<file path="src/pkg/cswf_pkg.sv">
// package: constants and carriers for the switch function command handler
package cswf_pkg;
    // argument layout
    localparam int ARG_MODE_BIT = 31;
    localparam int GRP_W        = 4;
    localparam int NUM_GRP      = 6;
    localparam int SEL_W        = GRP_W * NUM_GRP;
    // selector values
    localparam logic [3:0] FN_DEFAULT = 4'h0;
    localparam logic [3:0] FN_KEEP    = 4'hF;
    localparam logic [3:0] SPD_MAX    = 4'h4;
    localparam logic [3:0] DRV_MAX    = 4'h3;
    localparam logic [3:0] PWR_MAX    = 4'h4;
    localparam logic [3:0] PWR_1W80   = 4'h4;
    localparam logic [3:0] PWR_2W16   = 4'h2;
    localparam logic [3:0] PWR_2W88   = 4'h3;
    localparam logic [3:0] CMDX_ECOM  = 4'h1;
    localparam logic [3:0] CMDX_OTP   = 4'h3;
    localparam logic [3:0] CMDX_SEC   = 4'h4;
    localparam logic [3:0] CMDX_EMB   = 4'hC;
    localparam logic [3:0] CMDX_VEND  = 4'hE;
    // card state code for transfer state
    localparam logic [3:0] CST_TRAN   = 4'h4;
    // status block
    localparam int STAT_BITS   = 512;
    localparam int STAT_CUR_HI = 511;
    localparam int STAT_CUR_LO = 496;
    localparam int STAT_SEL_HI = 399;
    localparam int STAT_SEL_LO = 376;
    localparam int SUP_LO      = 400;
    // timing
    localparam int  SW_DONE_CLKS   = 8;
    localparam real RD_TIMEOUT_MS  = 100.0;
    localparam real CLK_MHZ        = 50.0;
    localparam int  RD_TIMEOUT_CYC =
        int'(RD_TIMEOUT_MS * 1000.0 * CLK_MHZ);
    // maximum current in milliamperes, default selection
    localparam logic [15:0] CUR_BASE_MA = 16'h0064;
    localparam logic [15:0] CUR_STEP_MA = 16'h0032;

    typedef struct packed {
        logic             set_mode;
        logic [SEL_W-1:0] sel;
    } cswf_cmd_t;

    typedef struct packed {
        logic [3:0] g6;
        logic [3:0] g5;
        logic [3:0] pwr;
        logic [3:0] drv;
        logic [3:0] cmdx;
        logic [3:0] spd;
    } cswf_fn_t;
endpackage

</file>
<file path="src/rtl/cswf_ser.sv">
// block serialiser: start bit, 512 data bits, crc16, end bit on one lane
`timescale 1ns/1ps
module cswf_ser (
    // clock and reset
    input  wire logic                         clk_i,
    input  wire logic                         reset_i,
    // bus clock falling edge enable
    input  wire logic                         tick_i,
    // request
    input  wire logic                         start_i,
    input  wire logic [cswf_pkg::STAT_BITS-1:0] blk_i,
    // line
    output logic                              dat_o,
    output logic                              dat_oe_o,
    output logic                              busy_o,
    output logic                              end_o
);
    localparam logic [9:0] LAST_DATA = 10'(cswf_pkg::STAT_BITS);
    localparam logic [9:0] LAST_CRC  = 10'(cswf_pkg::STAT_BITS + 16);
    localparam logic [9:0] END_POS   = 10'(cswf_pkg::STAT_BITS + 17);

    logic [cswf_pkg::STAT_BITS-1:0] sh_r;
    logic [15:0]                    crc_r;
    logic [9:0]                     pos_r;

    function automatic logic [15:0] crc_step(input logic [15:0] c,
                                             input logic b);
        logic fb;
        fb = c[15] ^ b;
        crc_step = {c[14:0], 1'b0} ^ (fb ? 16'h1021 : 16'h0000);
    endfunction

    // position 0 start bit, 1..512 data, 513..528 crc, 529 end bit
    always_ff @(posedge clk_i or posedge reset_i) begin
        if (reset_i) begin
            busy_o   <= 1'b0;
            dat_o    <= 1'b1;
            dat_oe_o <= 1'b0;
            end_o    <= 1'b0;
            pos_r    <= 10'h000;
            sh_r     <= '0;
            crc_r    <= 16'h0000;
        end else begin
            end_o <= 1'b0;
            if (start_i && !busy_o) begin
                busy_o <= 1'b1;
                sh_r   <= blk_i;
                crc_r  <= 16'h0000;
                pos_r  <= 10'h000;
            end else if (busy_o && tick_i) begin
                dat_oe_o <= 1'b1;
                pos_r    <= pos_r + 10'h001;
                if (pos_r == 10'h000) begin
                    dat_o <= 1'b0;
                end else if (pos_r <= LAST_DATA) begin
                    dat_o <= sh_r[cswf_pkg::STAT_BITS-1];
                    crc_r <= crc_step(crc_r, sh_r[cswf_pkg::STAT_BITS-1]);
                    sh_r  <= {sh_r[cswf_pkg::STAT_BITS-2:0], 1'b0};
                end else if (pos_r <= LAST_CRC) begin
                    dat_o <= crc_r[15];
                    crc_r <= {crc_r[14:0], 1'b0};
                end else if (pos_r == END_POS) begin
                    dat_o <= 1'b1;
                end else begin
                    // line released one bus clock after end bit
                    dat_oe_o <= 1'b0;
                    busy_o   <= 1'b0;
                    end_o    <= 1'b1;
                end
            end
        end
    end
endmodule

</file>
<file path="src/rtl/cswf_top.sv">
// switch function command handler, card side
`timescale 1ns/1ps
module cswf_top (
    // clock and reset
    input  wire logic                    clk_i,
    input  wire logic                    reset_i,
    // bus clock pin from host
    input  wire logic                    bus_clk_i,
    // decoded command from the command line front end
    input  wire logic                    cmd_valid_i,
    input  wire logic                    cmd_is_switch_i,
    input  wire logic                    cmd_is_reset_i,
    input  wire logic [31:0]             cmd_arg_i,
    input  wire logic [3:0]              card_state_i,
    // static configuration
    input  wire logic                    uhs_mode_i,
    input  wire logic                    embedded_i,
    input  wire logic [3:0]              busy_grp_i,
    // response request to the command line front end
    output logic                         r1_req_o,
    output logic                         illegal_cmd_o,
    output logic                         go_idle_o,
    // data line 0
    output logic                         dat0_o,
    output logic                         dat0_oe_o,
    output logic                         xfer_busy_o,
    // active functions
    output cswf_pkg::cswf_fn_t           fn_o,
    output logic                         ccc_switch_o,
    output logic [15:0]                  power_cap_ma_o
);
    typedef enum logic [1:0] {
        CSWF_IDLE  = 2'b00,
        CSWF_SEND  = 2'b01,
        CSWF_APPLY = 2'b10
    } cswf_state_t;

    cswf_state_t                      st_r;
    cswf_pkg::cswf_fn_t               cur_r;
    cswf_pkg::cswf_fn_t               pend_r;
    logic                             pend_ret_r;
    logic [cswf_pkg::STAT_BITS-1:0]   blk_r;
    logic                             ser_start_r;
    logic                             bclk_s1_r;
    logic                             bclk_s2_r;
    logic                             bclk_s3_r;
    logic                             bclk_fall;
    logic                             ser_dat;
    logic                             ser_oe;
    logic                             ser_end;
    logic                             rst_pend_r;
    logic                             sw_take;
    logic                             busy_nxt;

    // pin is asynchronous: two flops before any use
    always_ff @(posedge clk_i or posedge reset_i) begin
        if (reset_i) begin
            bclk_s1_r <= 1'b0;
            bclk_s2_r <= 1'b0;
            bclk_s3_r <= 1'b0;
        end else begin
            bclk_s1_r <= bus_clk_i;
            bclk_s2_r <= bclk_s1_r;
            bclk_s3_r <= bclk_s2_r;
        end
    end
    assign bclk_fall = bclk_s3_r & ~bclk_s2_r;

    // per-group validity; 0xF is always legal
    function automatic logic sel_ok(input int g, input logic [3:0] v,
                                    input logic uhs);
        logic ok;
        ok = 1'b0;
        if (v == cswf_pkg::FN_KEEP || v == cswf_pkg::FN_DEFAULT) begin
            ok = 1'b1;
        end else begin
            case (g)
                0: ok = uhs ? (v <= cswf_pkg::SPD_MAX) : (v == 4'h1);
                1: ok = (v == cswf_pkg::CMDX_ECOM) ||
                        (v == cswf_pkg::CMDX_OTP)  ||
                        (v == cswf_pkg::CMDX_SEC)  ||
                        (v == cswf_pkg::CMDX_EMB)  ||
                        (v == cswf_pkg::CMDX_VEND);
                2: ok = (v <= cswf_pkg::DRV_MAX);
                3: ok = (v <= cswf_pkg::PWR_MAX);
                default: ok = 1'b0; // reserved groups
            endcase
        end
        sel_ok = ok;
    endfunction

    // support bitmap of one group, function 15 always reported
    function automatic logic [15:0] sup_map(input int g, input logic uhs);
        logic [15:0] m;
        m = 16'h8001;
        case (g)
            0: m = uhs ? 16'h801F : 16'h8003;
            1: m = 16'hD01B;
            2: m = 16'h800F;
            3: m = 16'h801F;
            default: m = 16'h8001;
        endcase
        sup_map = m;
    endfunction

    // power cap in milliamps; removable card never above the 1.80W step
    function automatic logic [15:0] pwr_ma(input logic [3:0] p,
                                           input logic emb);
        logic [3:0] e;
        e = p;
        if (!emb && (p == cswf_pkg::PWR_2W16 || p == cswf_pkg::PWR_2W88)) begin
            e = cswf_pkg::PWR_1W80;
        end
        pwr_ma = cswf_pkg::CUR_BASE_MA +
                 16'(e) * cswf_pkg::CUR_STEP_MA;
    endfunction

    // argument decode and status build
    cswf_pkg::cswf_cmd_t cmd;
    cswf_pkg::cswf_fn_t  req;
    cswf_pkg::cswf_fn_t  tgt;
    cswf_pkg::cswf_fn_t  nxt_fn;
    logic [5:0]          bad;
    logic                any_bad;
    logic [cswf_pkg::STAT_BITS-1:0] blk_nxt;

    always_comb begin
        cmd.set_mode = cmd_arg_i[cswf_pkg::ARG_MODE_BIT];
        cmd.sel      = cmd_arg_i[cswf_pkg::SEL_W-1:0];
        req          = cmd.sel;
        for (int g = 0; g < cswf_pkg::NUM_GRP; g++) begin
            bad[g] = ~sel_ok(g, req[g*4 +: 4], uhs_mode_i);
        end
        any_bad = |bad;
        tgt    = cur_r;
        nxt_fn = cur_r;
        for (int g = 0; g < cswf_pkg::NUM_GRP; g++) begin
            if (bad[g]) begin
                tgt[g*4 +: 4] = cswf_pkg::FN_KEEP;
            end else if (req[g*4 +: 4] == cswf_pkg::FN_KEEP ||
                         (cmd.set_mode && any_bad)) begin
                tgt[g*4 +: 4] = cur_r[g*4 +: 4];
            end else if (busy_grp_i[g % 4] && g < 4) begin
                tgt[g*4 +: 4] = cur_r[g*4 +: 4];
            end else begin
                tgt[g*4 +: 4] = req[g*4 +: 4];
            end
            if (!any_bad && cmd.set_mode) begin
                nxt_fn[g*4 +: 4] = tgt[g*4 +: 4];
            end
        end
        blk_nxt = '0;
        // zero current when anything was invalid
        blk_nxt[cswf_pkg::STAT_CUR_HI:cswf_pkg::STAT_CUR_LO] =
            any_bad ? 16'h0000 : pwr_ma(tgt.pwr, embedded_i);
        for (int g = 0; g < cswf_pkg::NUM_GRP; g++) begin
            blk_nxt[cswf_pkg::SUP_LO + g*16 +: 16] = sup_map(g, uhs_mode_i);
        end
        blk_nxt[cswf_pkg::STAT_SEL_HI:cswf_pkg::STAT_SEL_LO] = tgt;
    end

    // command acceptance and transfer sequencing
    always_ff @(posedge clk_i or posedge reset_i) begin
        if (reset_i) begin
            st_r          <= CSWF_IDLE;
            r1_req_o      <= 1'b0;
            illegal_cmd_o <= 1'b0;
            ser_start_r   <= 1'b0;
            blk_r         <= '0;
            pend_r        <= '0;
            pend_ret_r    <= 1'b0;
        end else begin
            r1_req_o      <= 1'b0;
            illegal_cmd_o <= 1'b0;
            ser_start_r   <= 1'b0;
            case (st_r)
                CSWF_IDLE: begin
                    if (cmd_valid_i && cmd_is_switch_i) begin
                        r1_req_o <= 1'b1;
                        if (card_state_i != cswf_pkg::CST_TRAN) begin
                            illegal_cmd_o <= 1'b1;
                        end else begin
                            blk_r       <= blk_nxt;
                            pend_r      <= nxt_fn;
                            // all-default set drops the card to idle
                            pend_ret_r  <= cmd.set_mode && !any_bad &&
                                           (req == '0);
                            ser_start_r <= 1'b1;
                            st_r        <= CSWF_SEND;
                        end
                    end
                end
                CSWF_SEND: begin
                    if (ser_end) begin
                        st_r <= CSWF_APPLY;
                    end
                end
                CSWF_APPLY: begin
                    st_r <= CSWF_IDLE;
                end
                default: st_r <= CSWF_IDLE;
            endcase
            if (cmd_valid_i && cmd_is_reset_i) begin
                st_r <= CSWF_IDLE;
            end
        end
    end

    // reset command: revert two clocks after the command, far inside 8 clocks
    always_ff @(posedge clk_i or posedge reset_i) begin
        if (reset_i) begin
            rst_pend_r <= 1'b0;
        end else begin
            rst_pend_r <= cmd_valid_i && cmd_is_reset_i;
        end
    end

    // busy follows the next state, so it never lags a taken command
    assign sw_take  = (st_r == CSWF_IDLE) && cmd_valid_i &&
                      cmd_is_switch_i &&
                      (card_state_i == cswf_pkg::CST_TRAN);
    assign busy_nxt = !(cmd_valid_i && cmd_is_reset_i) &&
                      (sw_take || (st_r == CSWF_SEND));

    // active function register
    always_ff @(posedge clk_i or posedge reset_i) begin
        if (reset_i) begin
            cur_r     <= '0;
            go_idle_o <= 1'b0;
        end else begin
            go_idle_o <= 1'b0;
            if (rst_pend_r) begin
                cur_r     <= '0;
                go_idle_o <= 1'b1;
            end else if (st_r == CSWF_APPLY) begin
                // applied one cycle after the line is released
                cur_r     <= pend_r;
                go_idle_o <= pend_ret_r;
            end
        end
    end

    // registered outputs
    always_ff @(posedge clk_i or posedge reset_i) begin
        if (reset_i) begin
            fn_o           <= '0;
            power_cap_ma_o <= 16'h0000;
            ccc_switch_o   <= 1'b0;
            dat0_o         <= 1'b1;
            dat0_oe_o      <= 1'b0;
            xfer_busy_o    <= 1'b0;
        end else begin
            fn_o           <= cur_r;
            power_cap_ma_o <= pwr_ma(cur_r.pwr, embedded_i);
            ccc_switch_o   <= 1'b1;
            dat0_o         <= ser_dat;
            dat0_oe_o      <= ser_oe;
            xfer_busy_o    <= busy_nxt;
        end
    end

    cswf_ser u_ser (
        .clk_i    (clk_i),
        .reset_i  (reset_i),
        .tick_i   (bclk_fall),
        .start_i  (ser_start_r),
        .blk_i    (blk_r),
        .dat_o    (ser_dat),
        .dat_oe_o (ser_oe),
        .busy_o   (),
        .end_o    (ser_end)
    );
endmodule

</file>
<file path="config.mk">
export PLATFORM = sky130hd
export DESIGN_NAME = cswf_top
export DESIGN_NICKNAME = d
export VERILOG_FILES = /design/src/pkg/cswf_pkg.sv /design/src/rtl/cswf_ser.sv /design/src/rtl/cswf_top.sv
export SDC_FILE = /design/constraint.sdc
export NUM_CORES = 1
export LEC_CHECK = 0
export ABC_AREA = 0
export BUFFER_PORTS_ARGS = -buffer_cell sky130_fd_sc_hd__buf_4
export CAP_MARGIN = 20
export CORE_MARGIN = 2
export CORE_UTILIZATION = 65
export CTS_CLUSTER_DIAMETER = 40
export DETAILED_ROUTE_END_ITERATION = 6
export GPL_TIMING_DRIVEN = 0
export PLACE_DENSITY = 0.83
export SETUP_SLACK_MARGIN = 0.05
export SLEW_MARGIN = 0
export SYNTH_ARGS = -nofsm -noshare
export SYNTH_HDL_FRONTEND = slang
export SYNTH_HIERARCHICAL = 1
export SYNTH_SLANG_ARGS = --single-unit
</file>
<file path="constraint.sdc">
create_clock -name clk_i -period 21.3 [get_ports clk_i]
set_clock_uncertainty 0.05 [all_clocks]
set_input_delay 0 -clock clk_i [delete_from_list [all_inputs] [get_ports clk_i]]
set_output_delay 0 -clock clk_i [all_outputs]
set_load 0.01 [all_outputs]
</file>
==> results of run 1 <==
-- final timing paths --
| path | startpoint | cells after the start | endpoint |
|---|---|---|---|
| max reg2reg | cur_r[14] | 14 | blk_r[505] |
| min | embedded_i | 3 | power_cap_ma_o[2] |
| min reg2reg | bclk_s1_r | 0 | bclk_s2_r |
| max | cmd_arg_i[16] | 18 | blk_r[505] |
| min in group asynchronous | reset_i | 4 | u_ser/sh_r[492] |
| max in group asynchronous | reset_i | 7 | u_ser/sh_r[292] |
-- per-layer routing --
metal	routed length [um]	up-vias	track usage [%]
li1	-	14108	-
met3	5230	282	4.44
met4	3070	0	12.9
met5	0	-	0
met2	42300	1167	52.0
met1	39100	14852	44.7
-- worst reg2reg max path, delay by kind of cell (launching register included) --
family	cells	cell delay [ns]
AOI/OAI and AO/OA	3	0.52
adders and majority gates	3	1.02
buffers and inverters	2	0.30
DFF	1	0.41
and+or+nand+nor	6	1.36
-- metrics by stage --
stage | worst slack, ns | std cells | power, mW | hold WS [ns] | util [%]
2_1_floorplan | 6.10 | 4039 | 3.13 | -0.0186 | -
3_3_place_gp | 0.251 | 4816 | 3.40 | 0.0871 | 71.4
3_5_place_dp | 16.28 | 4822 | 3.45 | 0.0330 | 71.7
4_1_cts | 16.37 | 5082 | 5.32 | 0.0699 | 80.0
5_1_grt | 15.86 | 5082 | 5.61 | 0.129 | 80.0
6_report | 16.07 | 5082 | 5.32 | 0.106 | 80.0
-- cell usage after synthesis (4+ instances only) --
| cell type | count |
|---|---|
| o21ai_0 | 37 |
| buf_4 | 11 |
| nand4_1 | 11 |
| buf_6 | 57 |
| clkbuf_1 | 271 |
| o211ai_1 | 4 |
| o21ai_1 | 4 |
| o31ai_1 | 13 |
| inv_1 | 26 |
| nand3b_1 | 5 |
| a221o_1 | 511 |
| mux2i_1 | 17 |
| nand2_1 | 574 |
| o311ai_0 | 4 |
| mux2_2 | 16 |
| ha_1 | 20 |
| a21oi_1 | 28 |
| buf_2 | 39 |
| nor3_1 | 516 |
| o311a_1 | 14 |
| nor2b_1 | 7 |
| a22o_1 | 28 |
| xnor2_1 | 12 |
| xor2_1 | 7 |
| nor2_1 | 31 |
| nand3_1 | 14 |
| nor4_1 | 8 |
| a21o_1 | 11 |
| a31oi_1 | 9 |
| and2_1 | 517 |
| dfrtp_1 | 673 |
| nand2b_1 | 5 |
-- state kept, by name, indices dropped and copies added, names as in the netlist, 2 cells and up --
register        flops
fn_o               24
st_r                2
u_ser/crc_r        16
u_ser/sh_r        512
cur_r              24
power_cap_ma_o     10
blk_r              36
pend_r             24
u_ser/pos_r        10
-- cell families after synthesis --
group                    Yosys count
AND/OR/NAND/NOR                 1727
AO/OA/AOI/OAI                    699
flip-flops                       675
buffers and inverters            407
multiplexers                      33
adder cells (fa/ha/maj)           22
XOR/XNOR                          19
other                              2
-- layout make-up --
type	count	area (um^2)
Timing Repair Buffer	151	1410
Multi-Input combinational cell	2957	17800
Fill cell	3327	10700
Sequential cell	675	16900
Clock inverter	76	1010
Tap cell	696	871
Inverter	26	110
Clock buffer	120	2800
Buffer	381	1950
-- cells in the final DEF, fill, tap and decap left out, types with 13 or more instances in the layout --
cell type	instances
dlygate4sd3_1	64
conb_1	457
bufinv_16	17
mux2i_1	17
clkbuf_16	106
and2_1	517
buf_6	57
nor2_1	31
a22o_1	28
clkinv_2	13
dfrtp_1	673
o311a_1	14
o31ai_1	13
o21ai_0	37
nand2_1	574
buf_4	92
clkbuf_1	276
buf_2	39
nor3_1	516
ha_1	20
mux2_2	16
a21oi_1	28
inv_1	24
a221o_1	511
clkinv_4	14
nand3_1	14
clkinvlp_4	15
-- power groups by stage --
stage / clock, mW / combinational, mW / sequential (mW)
2_1_floorplan: 0 / 1.17 / 1.95
3_3_place_gp: 0 / 1.38 / 2.02
3_5_place_dp: 0 / 1.44 / 2.01
4_1_cts: 1.85 / 1.47 / 2.01
5_1_grt: 1.90 / 1.63 / 2.08
6_report: 1.82 / 1.47 / 2.02
-- repair_timing --
action,in CTS,in global routing
hold buffers,64,0
hold endpoints to repair,428,0
resized for setup,0,0
==> metrics list, run 1 <==
* Final weighted congestion of routability-driven global placement: 0.861
- Share of cell area taken by muxes after synthesis: 1.00%
* Path category of the worst min-delay check: in2reg
* Overall via count from detail_route: 30409
- Dominant cells by area after synthesis: dfrtp_1, a221o_1, and2_1
- In the final layout, the share of cells above drive strength 1 is 9.94%.
* Total setup violations reported at the end of the flow: 0
- Cell count after synthesis: 3584
- For the pin with the worst max-slew slack, the measured transition is 1.20 ns.
- In this run the tool buffered the top-level ports with 81 buffer cells.
* Slowest-stage cell, CP: a222oi_1
- The first routing iteration left 2996 violations.
- The area growth from synthesis to layout is 22.3%.
* Setup repair after global routing missed its margin: false
* Arrival time of data at the critical path endpoint: 5.74 ns
* DR vias/cell: 5.98
- Required arrival time at the worst endpoint: 21.81 ns
- Core region area: 53500 um^2
- Cell at the root of the clock tree: clkbuf_16
* Via count of the first global-routing pass: 30167
- The worst setup path is of the in2reg kind.
- Setup slack of the most critical reg-to-reg path: 17.55 ns
- The detail route stage leaves a number of antenna-violating nets equal to 0.
- For this design the total switching power over the nets is 1.64 mW.
- Combinational family with the most area after synthesis: simple AND/OR/NAND/NOR gates
* Area share of and/or/nand/nor cells after synthesis: 25.0%
- Floorplan die height: 236 um
* Top cell type by total area after synthesis: dfrtp_1
* Chain of cells forming the critical path: dlygate4sd3_1, buf_4, or4_1, a222oi_1, a41oi_4, o21ai_2, nand2_2, nor4b_2, nor2_1, ha_1, ha_1, inv_1, fa_1, nor2b_1, nor2b_1, a41oi_1, and4_1, o31ai_1
* Most used flip-flop cell after synthesis: dfrtp_1
- CTS tree: built
* Die span in x: 236 um
- Xor/xnor cell area share of the yosys netlist: 0.475%
- The average instance in the mapped netlist occupies 9.77 um^2.
- The worst path in the final design needs a cycle of 5.23 ns, including I/O delays and setup.
- Buffers from clock root to sink, at most: 3
* Worst rel slew slack: 20.0%
- Register bit total from synthesis: 675
- Of the total power, the share spent switching nets is 30.9%.
- After detailed routing, the total wire length is 89700 um.
- The final critical path takes up 24.5% of the cycle.
* Post-CTS Setup Inserts: 0
* Die Footprint: 55700 um^2
- IR analysis of the VDD net gives a maximum drop of 0.0000929 V.
* Nature of the critical path endpoint: flip-flop
- Final-report hold violation count: 0
- Clock latency reported for the late side of the worst-skew pair: 0.66 ns
- Mapped Area: 35000 um^2
- CP peak stage delay: 0.91 ns
- Result of the run: finished, violations left
- Category of cells accounting for the largest share of critical-path delay: compound AO/OA/AOI/OAI gates
- First drt pass iteration count: 7
* Pins over their slew limit: 0
* Crit Path Max Fanout: 9
* Cell Int Power: 3.68 mW
- Clock input transition at the sequential cells of the worst setup and hold paths: 0.06 ns
- For this run, the register share of the synthesized area comes to 48.3%.
- Once the floorplan was initialized, standard cells occupied 65.4% of the core.
- Final net count: 4366
- Sequential Power Share: 38.0%
* Count of distinct cell types in the synthesized netlist: 86
- DRC violation count after routing: 1
- For this run, asynchronously set or reset flops after synthesis account for 100%.
* Count of inserted antenna diode cells: 0
* Number of placed I/O pins: 95
- Entering global routing, the biggest net connects 116 pins.
* Startpoint type of the worst setup path: primary input
- Design Area, Final: 42800 um^2
- Number of buffers created by CTS: 104
- Based on the critical path, the design can be clocked at up to 0.191 GHz.
* Area share of the largest cell type after synthesis: 48.1%
- Number of maximum-capacitance constraint violations: 0
* Initial antenna violation count: 0
- Wire length of the first global-routing pass: 150000 um
* Number of warnings reported in the yosys synthesis log: 6
- The checks that failed: DRC.
* Power density over the cells: 124 nW/um^2
- Summing the areas of all fa, ha and maj instances in the mapped netlist gives 0.829% of the synthesized area.
- The placed instances occupy a cell area of 38400 um^2.
* Total congestion overflow: 0
- FP Rows: 85
- After detailed routing, the average wire length per cell comes to 17.6 um.
- The HPWL after detailed placement is 52600 um.
* Number of enable-type register cells in the synthesized netlist: 0
- The clock network accounts for 34.3% of the total power.
- Summed over all cells, the static leakage comes to 19.9 nW.
- Of the total power, combinational logic draws 27.7%.
- Counting every sink on the clock net gives 675.
* Overall fraction of global-route tracks in use: 32.3%
- CP Buf/Inv Count: 3
- Total negative slack for setup checks: 0 ns
- The synthesized netlist devotes 18.6% of its cell area to compound gates.
* H-tree levels: 3
(Power assumes the default switching activity.)
==> run 2: changes to the inputs <==
--- a/config.mk
+++ b/config.mk
@@ -9,11 +9,11 @@
 export BUFFER_PORTS_ARGS = -buffer_cell sky130_fd_sc_hd__buf_4
 export CAP_MARGIN = 20
 export CORE_MARGIN = 2
-export CORE_UTILIZATION = 65
+export CORE_UTILIZATION = 59
 export CTS_CLUSTER_DIAMETER = 40
 export DETAILED_ROUTE_END_ITERATION = 6
 export GPL_TIMING_DRIVEN = 0
-export PLACE_DENSITY = 0.83
+export PLACE_DENSITY = 0.79
 export SETUP_SLACK_MARGIN = 0.05
 export SLEW_MARGIN = 0
 export SYNTH_ARGS = -nofsm -noshare
==> constraint.sdc (replaced) <==
create_clock -name clk_i -period 4.6 [get_ports clk_i]
set_clock_uncertainty 0.05 [all_clocks]
set_input_delay 0 -clock clk_i [delete_from_list [all_inputs] [get_ports clk_i]]
set_output_delay 0 -clock clk_i [all_outputs]
set_load 0.01 [all_outputs]
==> metrics list, run 2 (synthesized netlist as in run 1, its figures left out) <==
* Starting Density: 59.5%
- Setup repair after global routing missed its margin: false
- Result of the run: finished, violations left
- Critical path start-end classification: in2reg
- STA classifies the critical path startpoint as a primary input.
- Buffers from clock root to sink, at most: 3
* H-tree levels: 3
- Total setup violations reported at the end of the flow: 0
- F_max: 0.231 GHz
* Clock input transition at the sequential cells of the worst setup and hold paths: 0.05 ns
- Data on the critical path is required at its endpoint by 5.12 ns.
- The number of antenna violations at the first check in global routing is 0.
- For this design the static power due to leakage is 20.1 nW.
- Final net count: 4391
* Crit Path Max Fanout: 9
* DRC violation count after routing: 4
- Number of clock sinks seen by CTS: 675
- The largest registers in the layout are u_ser/sh_r: 512 flops, blk_r: 36 flops.
- CTS tree: built
- Once detail routing completed, the nets flagged for antenna violations numbered 0.
* Largest vdd supply drop: 0.000429 V
- Routability-driven placement finished with a final weighted congestion of 0.864.
* Period utilization: 94.3%
* Nature of the critical path endpoint: flip-flop
- Overall fraction of global-route tracks in use: 29.4%
- Arrival time of data at the critical path endpoint: 4.85 ns
* Largest net degree at the start of global routing: 82
- The register with the most flip-flops in the layout has 512 of them.
- Summed over all layers, the routed wires come to 89600 um.
- Worst rel slew slack: 29.2%
- Number of placed I/O pins: 95
* Number of maximum-capacitance constraint violations: 0
* Path category of the worst min-delay check: in2async
- Detailed placement ended at an HPWL of 53500 um.
- The post-route netlist has 10.4% of its cells at a drive strength greater than 1.
- The core region is 58800 um^2.
- Total congestion overflow: 0
* Source of the worst register-to-register timing path: cur_r[14]
- CP peak stage delay: 0.58 ns
- The largest individual stage delay along the critical path comes from the cell fa_1.
- Clock latency on the worst-skew pair, taken at its later pin, is 0.67 ns.
* Via count of the first global-routing pass: 29841
- Top library cells by usage in the layout, fill and taps aside: dfrtp_1, nand2_1, and2_1
* Overall via count from detail_route: 30162
- In the routed layout, each cell is associated on average with a via count of 5.81.
- For this design the ratio of total power to cell area is 578 nW/um^2.
- Initial detailed-routing violation count: 2799
- The tightest hold path in the finished design has a slack of 0.0313 ns.
* FP Rows: 89
- Register with the highest flop count: u_ser/sh_r
* Final-report hold violation count: 0
* Cell count of the worst reg-to-reg path: 14
- The cell sitting at the root of the clock tree is a clkbuf_16.
- Post-synthesis to final-layout area growth: 23.8%
- Commonest non-fill, non-tap cell in the layout: dfrtp_1
- Transition time at the pin with the least slew margin: 1.06 ns
* Endpoint of the worst register-to-register path: blk_r[505]
- Counting the buffers created by CTS gives 114.
- First drt pass iteration count: 7
- Post-route minimum period: 4.34 ns
* Chain of cells forming the critical path: dlygate4sd3_1, buf_4, and4_1, a211o_2, a41oi_4, o31a_1, nand2_4, nor4b_2, nor2_1, ha_1, ha_1, inv_1, fa_1, nor2b_1, nor2b_1, a41oi_1, and4_1, o31ai_1
* Setup slack of the most critical reg-to-reg path: 0.91 ns
- 0 antenna diodes ended up in the layout.
* Floorplan die height: 248 um
* Violated checks: DRC
- The count of buffers added on input and output ports is 81.
- The die covers 61300 um^2.
- Die span in x: 248 um
* Total power consumption of the routed design: 25.1 mW
- In the final routed layout, each cell accounts on average for 17.3 um.
* Pins over their slew limit: 0
- The first global-routing pass estimated 150000 um of wire.
[run 2: cell count changes in the layout (fill, tap and decap cells not counted), moves of 2 or more]
cell,before,now
buf_12,0,14
clkbuf_16,106,114
clkinvlp_4,15,9
buf_16,6,1
buf_4,92,97
clkinv_4,14,18
inv_6,12,16
clkbuf_1,276,279
clkinv_8,1,3
inv_16,3,1
[run 2: power by group]
part / internal, mW / switching (mW) / leakage (nW) / total, mW
Sequential: 8.20 / 1.16 / 9.04 / 9.36
Combinational: 3.47 / 3.39 / 9.07 / 6.86
Clock: 5.65 / 3.21 / 1.96 / 8.86
[run 2: layout make-up]
cell class              count  area [um^2]
well taps                 773          967
clock buffers             131         3010
fillers                  4098        15500
inverters                  26          106
repair buffers            166         1600
plain buffers             381         1950
multi-input cells        2957        17800
clock inverters            78         1030
flip-flops and latches    675        16900
[run 2: critical path: cells and delay by family]
family	cells	cell delay, ns
compound gates	5	1.48
fa+ha+maj	3	1.04
buf+inv	3	0.77
simple gates	7	1.56
[run 2: how the worst max path moves through the flow]
stage,startpoint,to,slack (ns),depth (start not counted)
3_3_place_gp,reset_i,u_ser/sh_r[207],-5.94,2
3_5_place_dp,cmd_arg_i[16],blk_r[505],-0.37,17
5_1_grt,cmd_arg_i[2],blk_r[505],0.11,18
6_report,cmd_arg_i[2],blk_r[505],0.26,18
2_1_floorplan,reset_i,u_ser/busy_o,-2.82,1
4_1_cts,cmd_arg_i[5],blk_r[505],0.07,18
[run 2: timing repair]
action / CTS / global route
resized for setup: 0 / 2
setup buffers: 0 / 5
endpoints found under the hold margin: 364 / 6
hold buffers: 64 / 1
setup endpoints to repair: 0 / 4
[run 2: through the flow]
step           area [um^2]  worst slack (ns)  TNS (ns)  utilization, %  std cells
5_1_grt              43300             0.109         0            73.7       5187
2_1_floorplan        36700             -2.82  -1526.99               -       4039
4_1_cts              43300            0.0676         0            73.6       5181
3_3_place_gp         38300             -5.94  -3262.06            65.1       4893
6_report             43300             0.263         0            73.7       5187
3_5_place_dp         38600            -0.375     -1.12            65.6       4908
[run 2: layer usage]
| layer | global-route usage [%] | share of wire [%] | routed length (um) |
|---|---|---|---|
| met1 | 40.4 | 44 | 39200 |
| met5 | 0 | 0 | 0 |
| met2 | 47.9 | 48 | 43200 |
| met3 | 4.92 | 5.3 | 4710 |
| met4 | 9.72 | 2.7 | 2400 |
